`config.mk`:
```
export PLATFORM = sky130hd
export DESIGN_NAME = phy_pm_ctrl
export DESIGN_NICKNAME = d
export VERILOG_FILES = /design/src/design/phy_pm_pkg.sv /design/src/design/nand_tree_if.sv /design/src/design/nand_tree_chain.sv /design/src/design/phy_pm_ctrl.sv
export VERILOG_INCLUDE_DIRS = /design/src /design/src/design
export SDC_FILE = /design/constraint.sdc
export NUM_CORES = 1
export LEC_CHECK = 0
export ABC_CLOCK_PERIOD_IN_PS = 2000
export BUFFER_PORTS_ARGS = -buffer_cell sky130_fd_sc_hd__buf_2
export CORE_AREA = 2 2 145 147
export CTS_BUF_LIST = sky130_fd_sc_hd__clkbuf_2 sky130_fd_sc_hd__clkbuf_4 sky130_fd_sc_hd__clkbuf_8
export CTS_CLUSTER_DIAMETER = 30
export DETAILED_ROUTE_END_ITERATION = 6
export DIE_AREA = 0 0 147 149
export GPL_TIMING_DRIVEN = 1
export MAX_ROUTING_LAYER = met4
export SYNTH_ARGS = -nofsm -noshare
export SYNTH_HDL_FRONTEND = slang
export SYNTH_SLANG_ARGS = --single-unit
```
`constraint.sdc`:
```
create_clock -name hclk -period 2 [get_ports hclk]
set_input_delay 0.4 -clock hclk [delete_from_list [all_inputs] [get_ports hclk]]
set_output_delay 0.4 -clock hclk [all_outputs]
set_load 0.01 [all_outputs]
```
`src/design/phy_pm_map.svh`:
```
// Purpose: offsets, field positions, reset values and timing counts of the
//          power and test control block
// Assumes: word index times four gives the byte address on the bus
// Notes:   all registers are 16 bits wide, upper half of the bus word reads zero
`ifndef PHY_PM_MAP_SVH
`define PHY_PM_MAP_SVH

// ----------------------------------------------------------------------
// register indices
// ----------------------------------------------------------------------
`define IDX_BASIC_CTRL    5'h00
`define IDX_CTRL_PLL      5'h10
`define IDX_CTRL_OSC      5'h11
`define IDX_CTRL_TEST     5'h16
`define IDX_CTRL_ENERGY_DETECT_POWERDOWN     5'h18
`define IDX_POWER_STATUS  5'h19
`define IDX_DIAG          5'h1D
`define IDX_CTRL2         5'h1F

// ----------------------------------------------------------------------
// field positions
// ----------------------------------------------------------------------
`define BC_SWRESET_BIT    15
`define BC_ANEN_BIT       12
`define BC_PWRDN_BIT      11
`define PLL_AUTO_OFF_BIT  4
`define OSC_SLOW_BIT      5
`define TEST_NAND_BIT     5
`define ENERGY_DETECT_POWERDOWN_EN_N_BIT     11
`define DIAG_START_BIT    15
`define DIAG_RESULT_W     9
`define C2_MDIX_SEL_BIT   14
`define C2_MDIX_DIS_BIT   13
`define C2_PSAVE_BIT      10

// ----------------------------------------------------------------------
// reset values
// ----------------------------------------------------------------------
`define RST_BASIC_CTRL    16'h1000
`define RST_CTRL_PLL      16'h0000
`define RST_CTRL_OSC      16'h0000
`define RST_CTRL_TEST     16'h0000
`define RST_CTRL_ENERGY_DETECT_POWERDOWN     16'h0800
`define RST_CTRL2         16'h0000

// ----------------------------------------------------------------------
// timing and nand tree length
// ----------------------------------------------------------------------
`define CLK_PERIOD_NS     4
`define LINK_PULSE_US     16
`define NAND_TREE_INPUTS  11

`endif

```
`src/design/phy_pm_pkg.sv`:
```
// Purpose: types shared by the power and test control block
// Assumes: nothing beyond the map header
// Notes:   numbers live in the map header, only types here
package phy_pm_pkg;
   typedef enum logic [0:0] {
      DIAG_IDLE,
      DIAG_RUN
   } diag_state_t;

   typedef logic [15:0] reg16_t;
endpackage

```
`src/design/nand_tree_if.sv`:
```
// Purpose: carries the nand tree pin levels and chain result between modules
// Assumes: pin levels are raw, unclocked
// Notes:   bit 0 is the first pin of the test order
`timescale 1ns/1ps
`include "phy_pm_map.svh"
interface nand_tree_if;
   logic [`NAND_TREE_INPUTS-1:0] pin_level;
   logic                         chain_out;
   modport src  (output pin_level, input  chain_out);
   modport tree (input  pin_level, output chain_out);
endinterface

```
`src/design/nand_tree_chain.sv`:
```
// Purpose: nested nand chain for board-level pin connectivity test
// Assumes: order is mdio, mdc, rxd1, rxd0, crs_dv, ref_clk, interrupt pin,
//          txen, indicator 1, indicator 0, txd0
// Notes:   purely combinational so it works with the clock pin used as input
`timescale 1ns/1ps
`include "phy_pm_map.svh"
module nand_tree_chain #(
   parameter bit rmii_variant = 1'b1
) (
   nand_tree_if.tree nt
);
   import phy_pm_pkg::*;

   logic [`NAND_TREE_INPUTS-1:0] stage;
   logic [`NAND_TREE_INPUTS-1:0] pin_eff;

   // the mii variant has no indicator 1 pin: its stage sees a constant high
   always_comb begin
      pin_eff    = nt.pin_level;
      pin_eff[8] = rmii_variant ? nt.pin_level[8] : 1'b1;
   end

   always_comb begin
      stage[0] = ~pin_eff[0];
      for (int k = 1; k < `NAND_TREE_INPUTS; k++) begin
         stage[k] = ~(stage[k-1] & pin_eff[k]);
      end
   end

   // odd chain length: invert so all-high gives a high output, first low falls
   assign nt.chain_out = ~stage[`NAND_TREE_INPUTS-1];
endmodule // nand_tree_chain

```
`src/design/phy_pm_ctrl.sv`:
```
// Purpose: power modes, nand tree test and cable diagnostic start of a phy
// Assumes: link and diag inputs come from logic on hclk; strap is a pin
// Notes:   zero-wait ahb-lite slave, register index times four is the address
`timescale 1ns/1ps
`include "phy_pm_map.svh"
module phy_pm_ctrl #(
   parameter bit rmii_variant     = 1'b1,
   parameter int link_pulse_cycles = (`LINK_PULSE_US * 1000) / `CLK_PERIOD_NS
) (
   input  wire logic                          hclk,
   input  wire logic                          hresetn,
   input  wire logic                          hsel,
   input  wire logic [31:0]                   haddr,
   input  wire logic [1:0]                    htrans,
   input  wire logic                          hwrite,
   input  wire logic [2:0]                    hsize,
   input  wire logic [31:0]                   hwdata,
   input  wire logic                          hready,
   output logic      [31:0]                   hrdata,
   output logic                               hreadyout,
   output logic                               hresp,
   input  wire logic                          link_up,
   input  wire logic                          diag_done,
   input  wire logic [`DIAG_RESULT_W-1:0]     diag_count,
   input  wire logic                          nand_tree_strap_n,
   input  wire logic [`NAND_TREE_INPUTS-1:0]  nand_pins,
   output logic                               txd1_o,
   output logic                               txd1_oe,
   output logic                               rx_blocks_on,
   output logic                               tx_on,
   output logic                               energy_detect_on,
   output logic                               pll_on,
   output logic                               core_enable,
   output logic                               crystal_input_enable,
   output logic                               slow_osc_select,
   output logic                               link_pulse_req,
   output logic                               auto_mdix_enable,
   output logic                               mdix_select,
   output logic                               diag_start,
   output logic                               soft_reset_pulse
);
   import phy_pm_pkg::*;

   // ----------------------------------------------------------------------
   // bus decode
   // ----------------------------------------------------------------------
   function automatic logic idx_mapped(input logic [4:0] idx);
      case (idx)
         `IDX_BASIC_CTRL, `IDX_CTRL_PLL, `IDX_CTRL_OSC, `IDX_CTRL_TEST,
         `IDX_CTRL_ENERGY_DETECT_POWERDOWN, `IDX_POWER_STATUS, `IDX_DIAG, `IDX_CTRL2: idx_mapped = 1'b1;
         default: idx_mapped = 1'b0;
      endcase
   endfunction

   function automatic logic addr_hit(input logic [31:0] a);
      addr_hit = (a[31:7] == 25'h0) && (a[1:0] == 2'b00) && idx_mapped(a[6:2]);
   endfunction

   reg16_t      basic_ctrl_reg;
   reg16_t      ctrl_pll_reg;
   reg16_t      ctrl_osc_reg;
   reg16_t      ctrl_test_reg;
   reg16_t      ctrl_energy_detect_powerdown_reg;
   reg16_t      ctrl2_reg;
   reg16_t      power_status;
   reg16_t      diag_status;
   logic [`DIAG_RESULT_W-1:0] diag_result_reg;
   diag_state_t diag_state_reg;
   logic        wr_pend_reg;
   logic [4:0]  wr_idx_reg;
   logic        addr_phase;
   logic        wr_now;
   reg16_t      wdata;
   logic        strap_s1_reg;
   logic        strap_s2_reg;
   logic        strap_s3_reg;
   logic        strap_caught_reg;
   logic        strap_mode_reg;
   logic        nand_mode;
   logic        an_enabled;
   logic        psave_active;
   logic        energy_detect_powerdown_active;
   logic        powerdown;
   logic [31:0] pulse_cnt_reg;
   logic        diag_go;

   assign hreadyout  = 1'b1;
   assign hresp      = 1'b0;
   assign addr_phase = hsel && htrans[1] && hready;
   assign wr_now     = wr_pend_reg;
   assign wdata      = hwdata[15:0];

   always_ff @(posedge hclk or negedge hresetn) begin
      if (!hresetn) begin
         wr_pend_reg <= 1'b0;
         wr_idx_reg  <= 5'h00;
      end else begin
         wr_pend_reg <= addr_phase && hwrite && addr_hit(haddr);
         wr_idx_reg  <= haddr[6:2];
      end
   end

   // read data captured in the address phase; the master idles in between
   always_ff @(posedge hclk or negedge hresetn) begin
      if (!hresetn) begin
         hrdata <= 32'h0000_0000;
      end else if (addr_phase && !hwrite) begin
         hrdata <= 32'h0000_0000;
         if (addr_hit(haddr)) begin
            case (haddr[6:2])
               `IDX_BASIC_CTRL:   hrdata[15:0] <= basic_ctrl_reg;
               `IDX_CTRL_PLL:     hrdata[15:0] <= ctrl_pll_reg;
               `IDX_CTRL_OSC:     hrdata[15:0] <= ctrl_osc_reg;
               `IDX_CTRL_TEST:    hrdata[15:0] <= ctrl_test_reg;
               `IDX_CTRL_ENERGY_DETECT_POWERDOWN:    hrdata[15:0] <= ctrl_energy_detect_powerdown_reg;
               `IDX_POWER_STATUS: hrdata[15:0] <= power_status;
               `IDX_DIAG:         hrdata[15:0] <= diag_status;
               `IDX_CTRL2:        hrdata[15:0] <= ctrl2_reg;
               default:           hrdata[15:0] <= 16'h0000;
            endcase
         end
      end
   end

   // ----------------------------------------------------------------------
   // control registers
   // ----------------------------------------------------------------------
   // software reset returns every control register to its power-up value
   always_ff @(posedge hclk or negedge hresetn) begin
      if (!hresetn) begin
         basic_ctrl_reg <= `RST_BASIC_CTRL;
         ctrl_pll_reg   <= `RST_CTRL_PLL;
         ctrl_osc_reg   <= `RST_CTRL_OSC;
         ctrl_test_reg  <= `RST_CTRL_TEST;
         ctrl_energy_detect_powerdown_reg  <= `RST_CTRL_ENERGY_DETECT_POWERDOWN;
         ctrl2_reg      <= `RST_CTRL2;
      end else if (wr_now && wr_idx_reg == `IDX_BASIC_CTRL && wdata[`BC_SWRESET_BIT]) begin
         basic_ctrl_reg <= `RST_BASIC_CTRL;
         ctrl_pll_reg   <= `RST_CTRL_PLL;
         ctrl_osc_reg   <= `RST_CTRL_OSC;
         ctrl_test_reg  <= `RST_CTRL_TEST;
         ctrl_energy_detect_powerdown_reg  <= `RST_CTRL_ENERGY_DETECT_POWERDOWN;
         ctrl2_reg      <= `RST_CTRL2;
      end else if (wr_now) begin
         case (wr_idx_reg)
            `IDX_BASIC_CTRL: basic_ctrl_reg <= wdata & 16'h7FFF;
            `IDX_CTRL_PLL:   ctrl_pll_reg   <= wdata;
            `IDX_CTRL_OSC:   ctrl_osc_reg   <= wdata;
            `IDX_CTRL_TEST:  ctrl_test_reg  <= wdata;
            `IDX_CTRL_ENERGY_DETECT_POWERDOWN:  ctrl_energy_detect_powerdown_reg  <= wdata;
            `IDX_CTRL2:      ctrl2_reg      <= wdata;
            default:         ctrl2_reg      <= ctrl2_reg;
         endcase
      end
   end

   always_ff @(posedge hclk or negedge hresetn) begin
      if (!hresetn) begin
         soft_reset_pulse <= 1'b0;
      end else begin
         soft_reset_pulse <= wr_now && wr_idx_reg == `IDX_BASIC_CTRL
                             && wdata[`BC_SWRESET_BIT];
      end
   end

   // ----------------------------------------------------------------------
   // nand tree mode
   // ----------------------------------------------------------------------
   always_ff @(posedge hclk or negedge hresetn) begin
      if (!hresetn) begin
         strap_s1_reg <= 1'b0;
         strap_s2_reg <= 1'b1;
         strap_s3_reg <= 1'b0;
      end else begin
         strap_s1_reg <= nand_tree_strap_n;
         strap_s2_reg <= strap_s1_reg;
         strap_s3_reg <= strap_s2_reg;
      end
   end

   // caught once stages 2 and 3 agree; their reset values differ so the pin is seen first
   always_ff @(posedge hclk or negedge hresetn) begin
      if (!hresetn) begin
         strap_caught_reg <= 1'b0;
         strap_mode_reg   <= 1'b0;
      end else if (!strap_caught_reg && strap_s2_reg == strap_s3_reg) begin
         strap_caught_reg <= 1'b1;
         strap_mode_reg   <= ~strap_s2_reg;
      end
   end

   assign nand_mode = strap_mode_reg || ctrl_test_reg[`TEST_NAND_BIT];

   nand_tree_if nt_bus ();
   assign nt_bus.pin_level = nand_pins;

   nand_tree_chain #(
      .rmii_variant (rmii_variant)
   ) u_chain (
      .nt (nt_bus.tree)
   );

   // no flop here: the tree must work while ref_clk is a test input
   assign txd1_o  = nand_mode ? nt_bus.chain_out : 1'b0;
   assign txd1_oe = nand_mode;

   // ----------------------------------------------------------------------
   // power modes
   // ----------------------------------------------------------------------
   assign an_enabled   = basic_ctrl_reg[`BC_ANEN_BIT];
   assign powerdown    = basic_ctrl_reg[`BC_PWRDN_BIT];
   assign psave_active = ctrl2_reg[`C2_PSAVE_BIT] && an_enabled && !link_up;
   assign energy_detect_powerdown_active  = !ctrl_energy_detect_powerdown_reg[`ENERGY_DETECT_POWERDOWN_EN_N_BIT] && an_enabled && !link_up;

   always_ff @(posedge hclk or negedge hresetn) begin
      if (!hresetn) begin
         rx_blocks_on         <= 1'b0;
         tx_on                <= 1'b0;
         energy_detect_on     <= 1'b0;
         pll_on               <= 1'b0;
         core_enable          <= 1'b0;
         crystal_input_enable <= 1'b1;
         slow_osc_select      <= 1'b0;
      end else begin
         core_enable          <= !powerdown;
         rx_blocks_on         <= !powerdown && !psave_active && !energy_detect_powerdown_active;
         tx_on                <= !powerdown;
         energy_detect_on     <= !powerdown;
         pll_on               <= !powerdown
                                 && !(energy_detect_powerdown_active && ctrl_pll_reg[`PLL_AUTO_OFF_BIT]);
         crystal_input_enable <= !ctrl_osc_reg[`OSC_SLOW_BIT];
         slow_osc_select      <= ctrl_osc_reg[`OSC_SLOW_BIT];
      end
   end

   // link pulses keep coming in energy-detect power-down so two idle ends wake
   always_ff @(posedge hclk or negedge hresetn) begin
      if (!hresetn) begin
         pulse_cnt_reg  <= 32'h0000_0000;
         link_pulse_req <= 1'b0;
      end else if (energy_detect_powerdown_active && !powerdown) begin
         link_pulse_req <= (pulse_cnt_reg == 32'(link_pulse_cycles - 1));
         pulse_cnt_reg  <= (pulse_cnt_reg == 32'(link_pulse_cycles - 1))
                           ? 32'h0000_0000 : pulse_cnt_reg + 32'h0000_0001;
      end else begin
         pulse_cnt_reg  <= 32'h0000_0000;
         link_pulse_req <= 1'b0;
      end
   end

   always_ff @(posedge hclk or negedge hresetn) begin
      if (!hresetn) begin
         auto_mdix_enable <= 1'b1;
         mdix_select      <= 1'b0;
      end else begin
         auto_mdix_enable <= !ctrl2_reg[`C2_MDIX_DIS_BIT];
         mdix_select      <= ctrl2_reg[`C2_MDIX_SEL_BIT];
      end
   end

   assign power_status = {9'h000, link_up, nand_mode, slow_osc_select, powerdown,
                          !pll_on, energy_detect_powerdown_active, psave_active};

   // ----------------------------------------------------------------------
   // cable diagnostic
   // ----------------------------------------------------------------------
   // a start is taken only with crossover disabled, so the pair is fixed
   assign diag_go = wr_now && wr_idx_reg == `IDX_DIAG && wdata[`DIAG_START_BIT]
                    && ctrl2_reg[`C2_MDIX_DIS_BIT] && !powerdown;

   always_ff @(posedge hclk or negedge hresetn) begin
      if (!hresetn) begin
         diag_state_reg  <= DIAG_IDLE;
         diag_start      <= 1'b0;
         diag_result_reg <= '0;
      end else begin
         diag_start <= 1'b0;
         case (diag_state_reg)
            DIAG_IDLE: begin
               if (diag_go) begin
                  diag_start     <= 1'b1;
                  diag_state_reg <= DIAG_RUN;
               end
            end
            DIAG_RUN: begin
               if (diag_done) begin
                  diag_result_reg <= diag_count;
                  diag_state_reg  <= DIAG_IDLE;
               end
            end
            default: diag_state_reg <= DIAG_IDLE;
         endcase
      end
   end

   assign diag_status = {(diag_state_reg == DIAG_RUN), 6'h00, diag_result_reg};
endmodule // phy_pm_ctrl

```
==> results.cfg <==
[status]
status = finished clean

[worst_setup_path]
cp-start-kind = register
crit_path_max_fanout = 15
worst_ep_required_time_ns = 2.37
reg2regPathDepth = 7
criticalPathCategory = register to register
arrival_ns = 2.28
cp-end-kind = register

[sta]
hold_viol = 0
skew_ns = 0.01033
finalSetupViolCount = 0
period_share = 0.9550
maxSlewHeadroom = 0.4648
worstMarginPinSlew_ns = 0.7998
min_period_ns = 1.910
rsz0062_at_grt = no
finalWorstSetupSlack_ns = 0.08991
drv_slew = 0
max_freq_mhz = 523.5

[synth]
synthCells = 756
synth_top_area_cell = dfrtp_1
yosys.area.top_type_share = 0.5274
synth_cell_type_count = 60
synth-edff-count = 0
netlist_area_um2 = 8019
ys_ff_latch = 174
synth_area_leaders = dfrtp_1 (53%), mux2_2 (6.2%), nand2_1 (4.3%)
async_flop_share = 1.000
syn_area_per_cell_um2 = 10.61
seq_area_frac_synth = 0.5438
yosysWarnings = 0
synth-main-ff-cell = dfrtp_1

[placement]
hpwl_mm = 15.16
numPortBuffers = 106
dp_slack_ns = -0.07254
gp_congestion = 0.8377
dpl_cell_area_um2 = 9259

[detailed_routing]
route.detailed.drc = 0
wl_mm = 22.31
post_drt_wl_per_cell_um = 18.65
viasPerCell = 5.301
drt_iter0_drc = 454
dr.pass1.iters = 5
vias = 6340
ant_nets = 0

[clock_tree]
cts_sinks = 174
htreeDepth = 4
post_cts_buffers = 0
cts.clk_slew.worst_paths_ns = 0.09
cts-buffers-inserted = 17
cts_root_buf = clkbuf_8
clockBufferDepth = 2
tritoncts = built
clkLatencyLatePin_ns = 0.48

[floorplanning]
die_x_um = 147
fp.dieH_um = 149
rows = 53
num_io_pins = 145
core_area_um2 = 20560
start_util = 0.3901
die_area_um2 = 21900

[job]
maxCapViolations = 0

[final_layout]
final_cell_mix = dfrtp_1 (169), buf_2 (105), nand2_1 (90)
largest_register_ffs = 32
final_common_cell = dfrtp_1
fill_cells = 1942
fin_nets = 1005
design_area_um2 = 9741
final_util = 0.4738
areaGrowthSynthToFinish_pct = 21.47
drive_gt1_frac = 0.2891

[grt]
grt-ovfl-total = 0
grt_pass1_wl_mm = 35.07
antenna_found_initial = 0
grt_pass1_vias = 6192
grt_max_degree = 49
grt_use_total = 0.2160

[power]
p_total_mw = 6.669
ir_drop_v = 0.0003403
p_per_area_nw_per_um2 = 684.7
p_leak_nw = 4.495

[min_path]
hold_class = primary input to register
hold_depth = 1
==> timing repair <==
item                                    in CTS  in global routing
endpoints found under the setup margin       0                 32
resized for setup                            0                  4
hold buffers                                 2                  0
endpoints found under the hold margin       43                  0
==> cells by family (layout without fill, tap and decap cells) <==
logic type,count (synthesis),after routing,share of synthesized area
AO/OA/AOI/OAI,139,139,0.1173
buffers and inverters,71,219,0.04634
adder cells (fa/ha/maj),1,1,0.001560
other,2,19,0.0009365
multiplexers,52,52,0.07271
flip-flops,174,174,0.5438
XOR/XNOR,30,30,0.03277
AND/OR/NAND/NOR,287,287,0.1846
==> synth_stat cells, drive strengths merged (2+ instances only) <==
cell type  count
dfrtp        169
nand2         91
nor2          51
mux2          50
o21ai         40
buf           37
a22oi         36
and3          31
a21oi         25
xor2          22
clkbuf        20
nand3         20
and2          18
a22o          17
nand4         16
nor4          16
inv           13
nor3          11
xnor2          8
and4           6
dfstp          5
nand2b         5
or3            5
a2111oi        4
a221oi         4
nor3b          4
a32oi          3
or4            3
a222oi         2
conb           2
mux2i          2
nor2b          2
or2            2
==> final timing paths <==
| kind | start | to | slack (ns) |
|---|---|---|---|
| min in group asynchronous | hresetn | pulse_cnt_reg[25] | 0.43 |
| setup / recovery | pulse_cnt_reg[1] | pulse_cnt_reg[11] | 0.09 |
| hold / removal | haddr[4] | wr_idx_reg[2] | 0.09 |
| hold reg to reg | strap_s1_reg | strap_s2_reg | 0.36 |
| max in group asynchronous | hresetn | basic_ctrl_reg[12] | 0.92 |
| setup reg to reg | pulse_cnt_reg[1] | pulse_cnt_reg[11] | 0.09 |
==> cell type report <==
| type | instances | area, µm² | area share |
|---|---|---|---|
| Sequential cell | 174 | 4360 | 0.4477 |
| Multi-Input combinational cell | 527 | 3359 | 0.3449 |
| Timing Repair Buffer | 173 | 1200 | 0.1232 |
| Tap cell | 275 | 344.1 | 0.03532 |
| Clock buffer | 20 | 269.0 | 0.02762 |
| Clock inverter | 12 | 152.6 | 0.01567 |
| Inverter | 14 | 52.55 | 0.005395 |
| Antenna cell | 1 | 2.502 | 0.0002569 |
==> metrics by stage <==
step                      hold WS [ns]  std cells  setup TNS, ns
final                          0.08959       1196              0
after floorplan                 0.1044        772              0
after global routing           0.07671       1195              0
after CTS                      0.06562       1194              0
after detailed placement        0.3406       1160        -0.7156
after global placement          0.3366       1160        -0.3669
==> where the power goes <==
group | switching (mW) | internal (mW)
Clock | 1.39 | 1.23
Combinational | 0.262 | 0.186
Sequential | 0.0337 | 3.57
Total | 1.69 | 4.98
==> worst max-delay path: stages, from the launching register on <==
cell,delay (ns)
dfrtp_1,0.38
ha_2,0.21
nand4_1,0.14
or2_1,0.27
or3_4,0.41
nand2_2,0.15
clkbuf_16,0.19
nor2_1,0.06
==> metal layers <==
metal	share of wire	vias to the layer above	global-route usage
li1	-	2971	-
met1	0.44	3149	0.2813
met2	0.49	194	0.3575
met3	0.055	26	0.03272
met4	0.015	0	0.05625
met5	0	-	-
No activity file was read; power rests on OpenSTA's default activity.
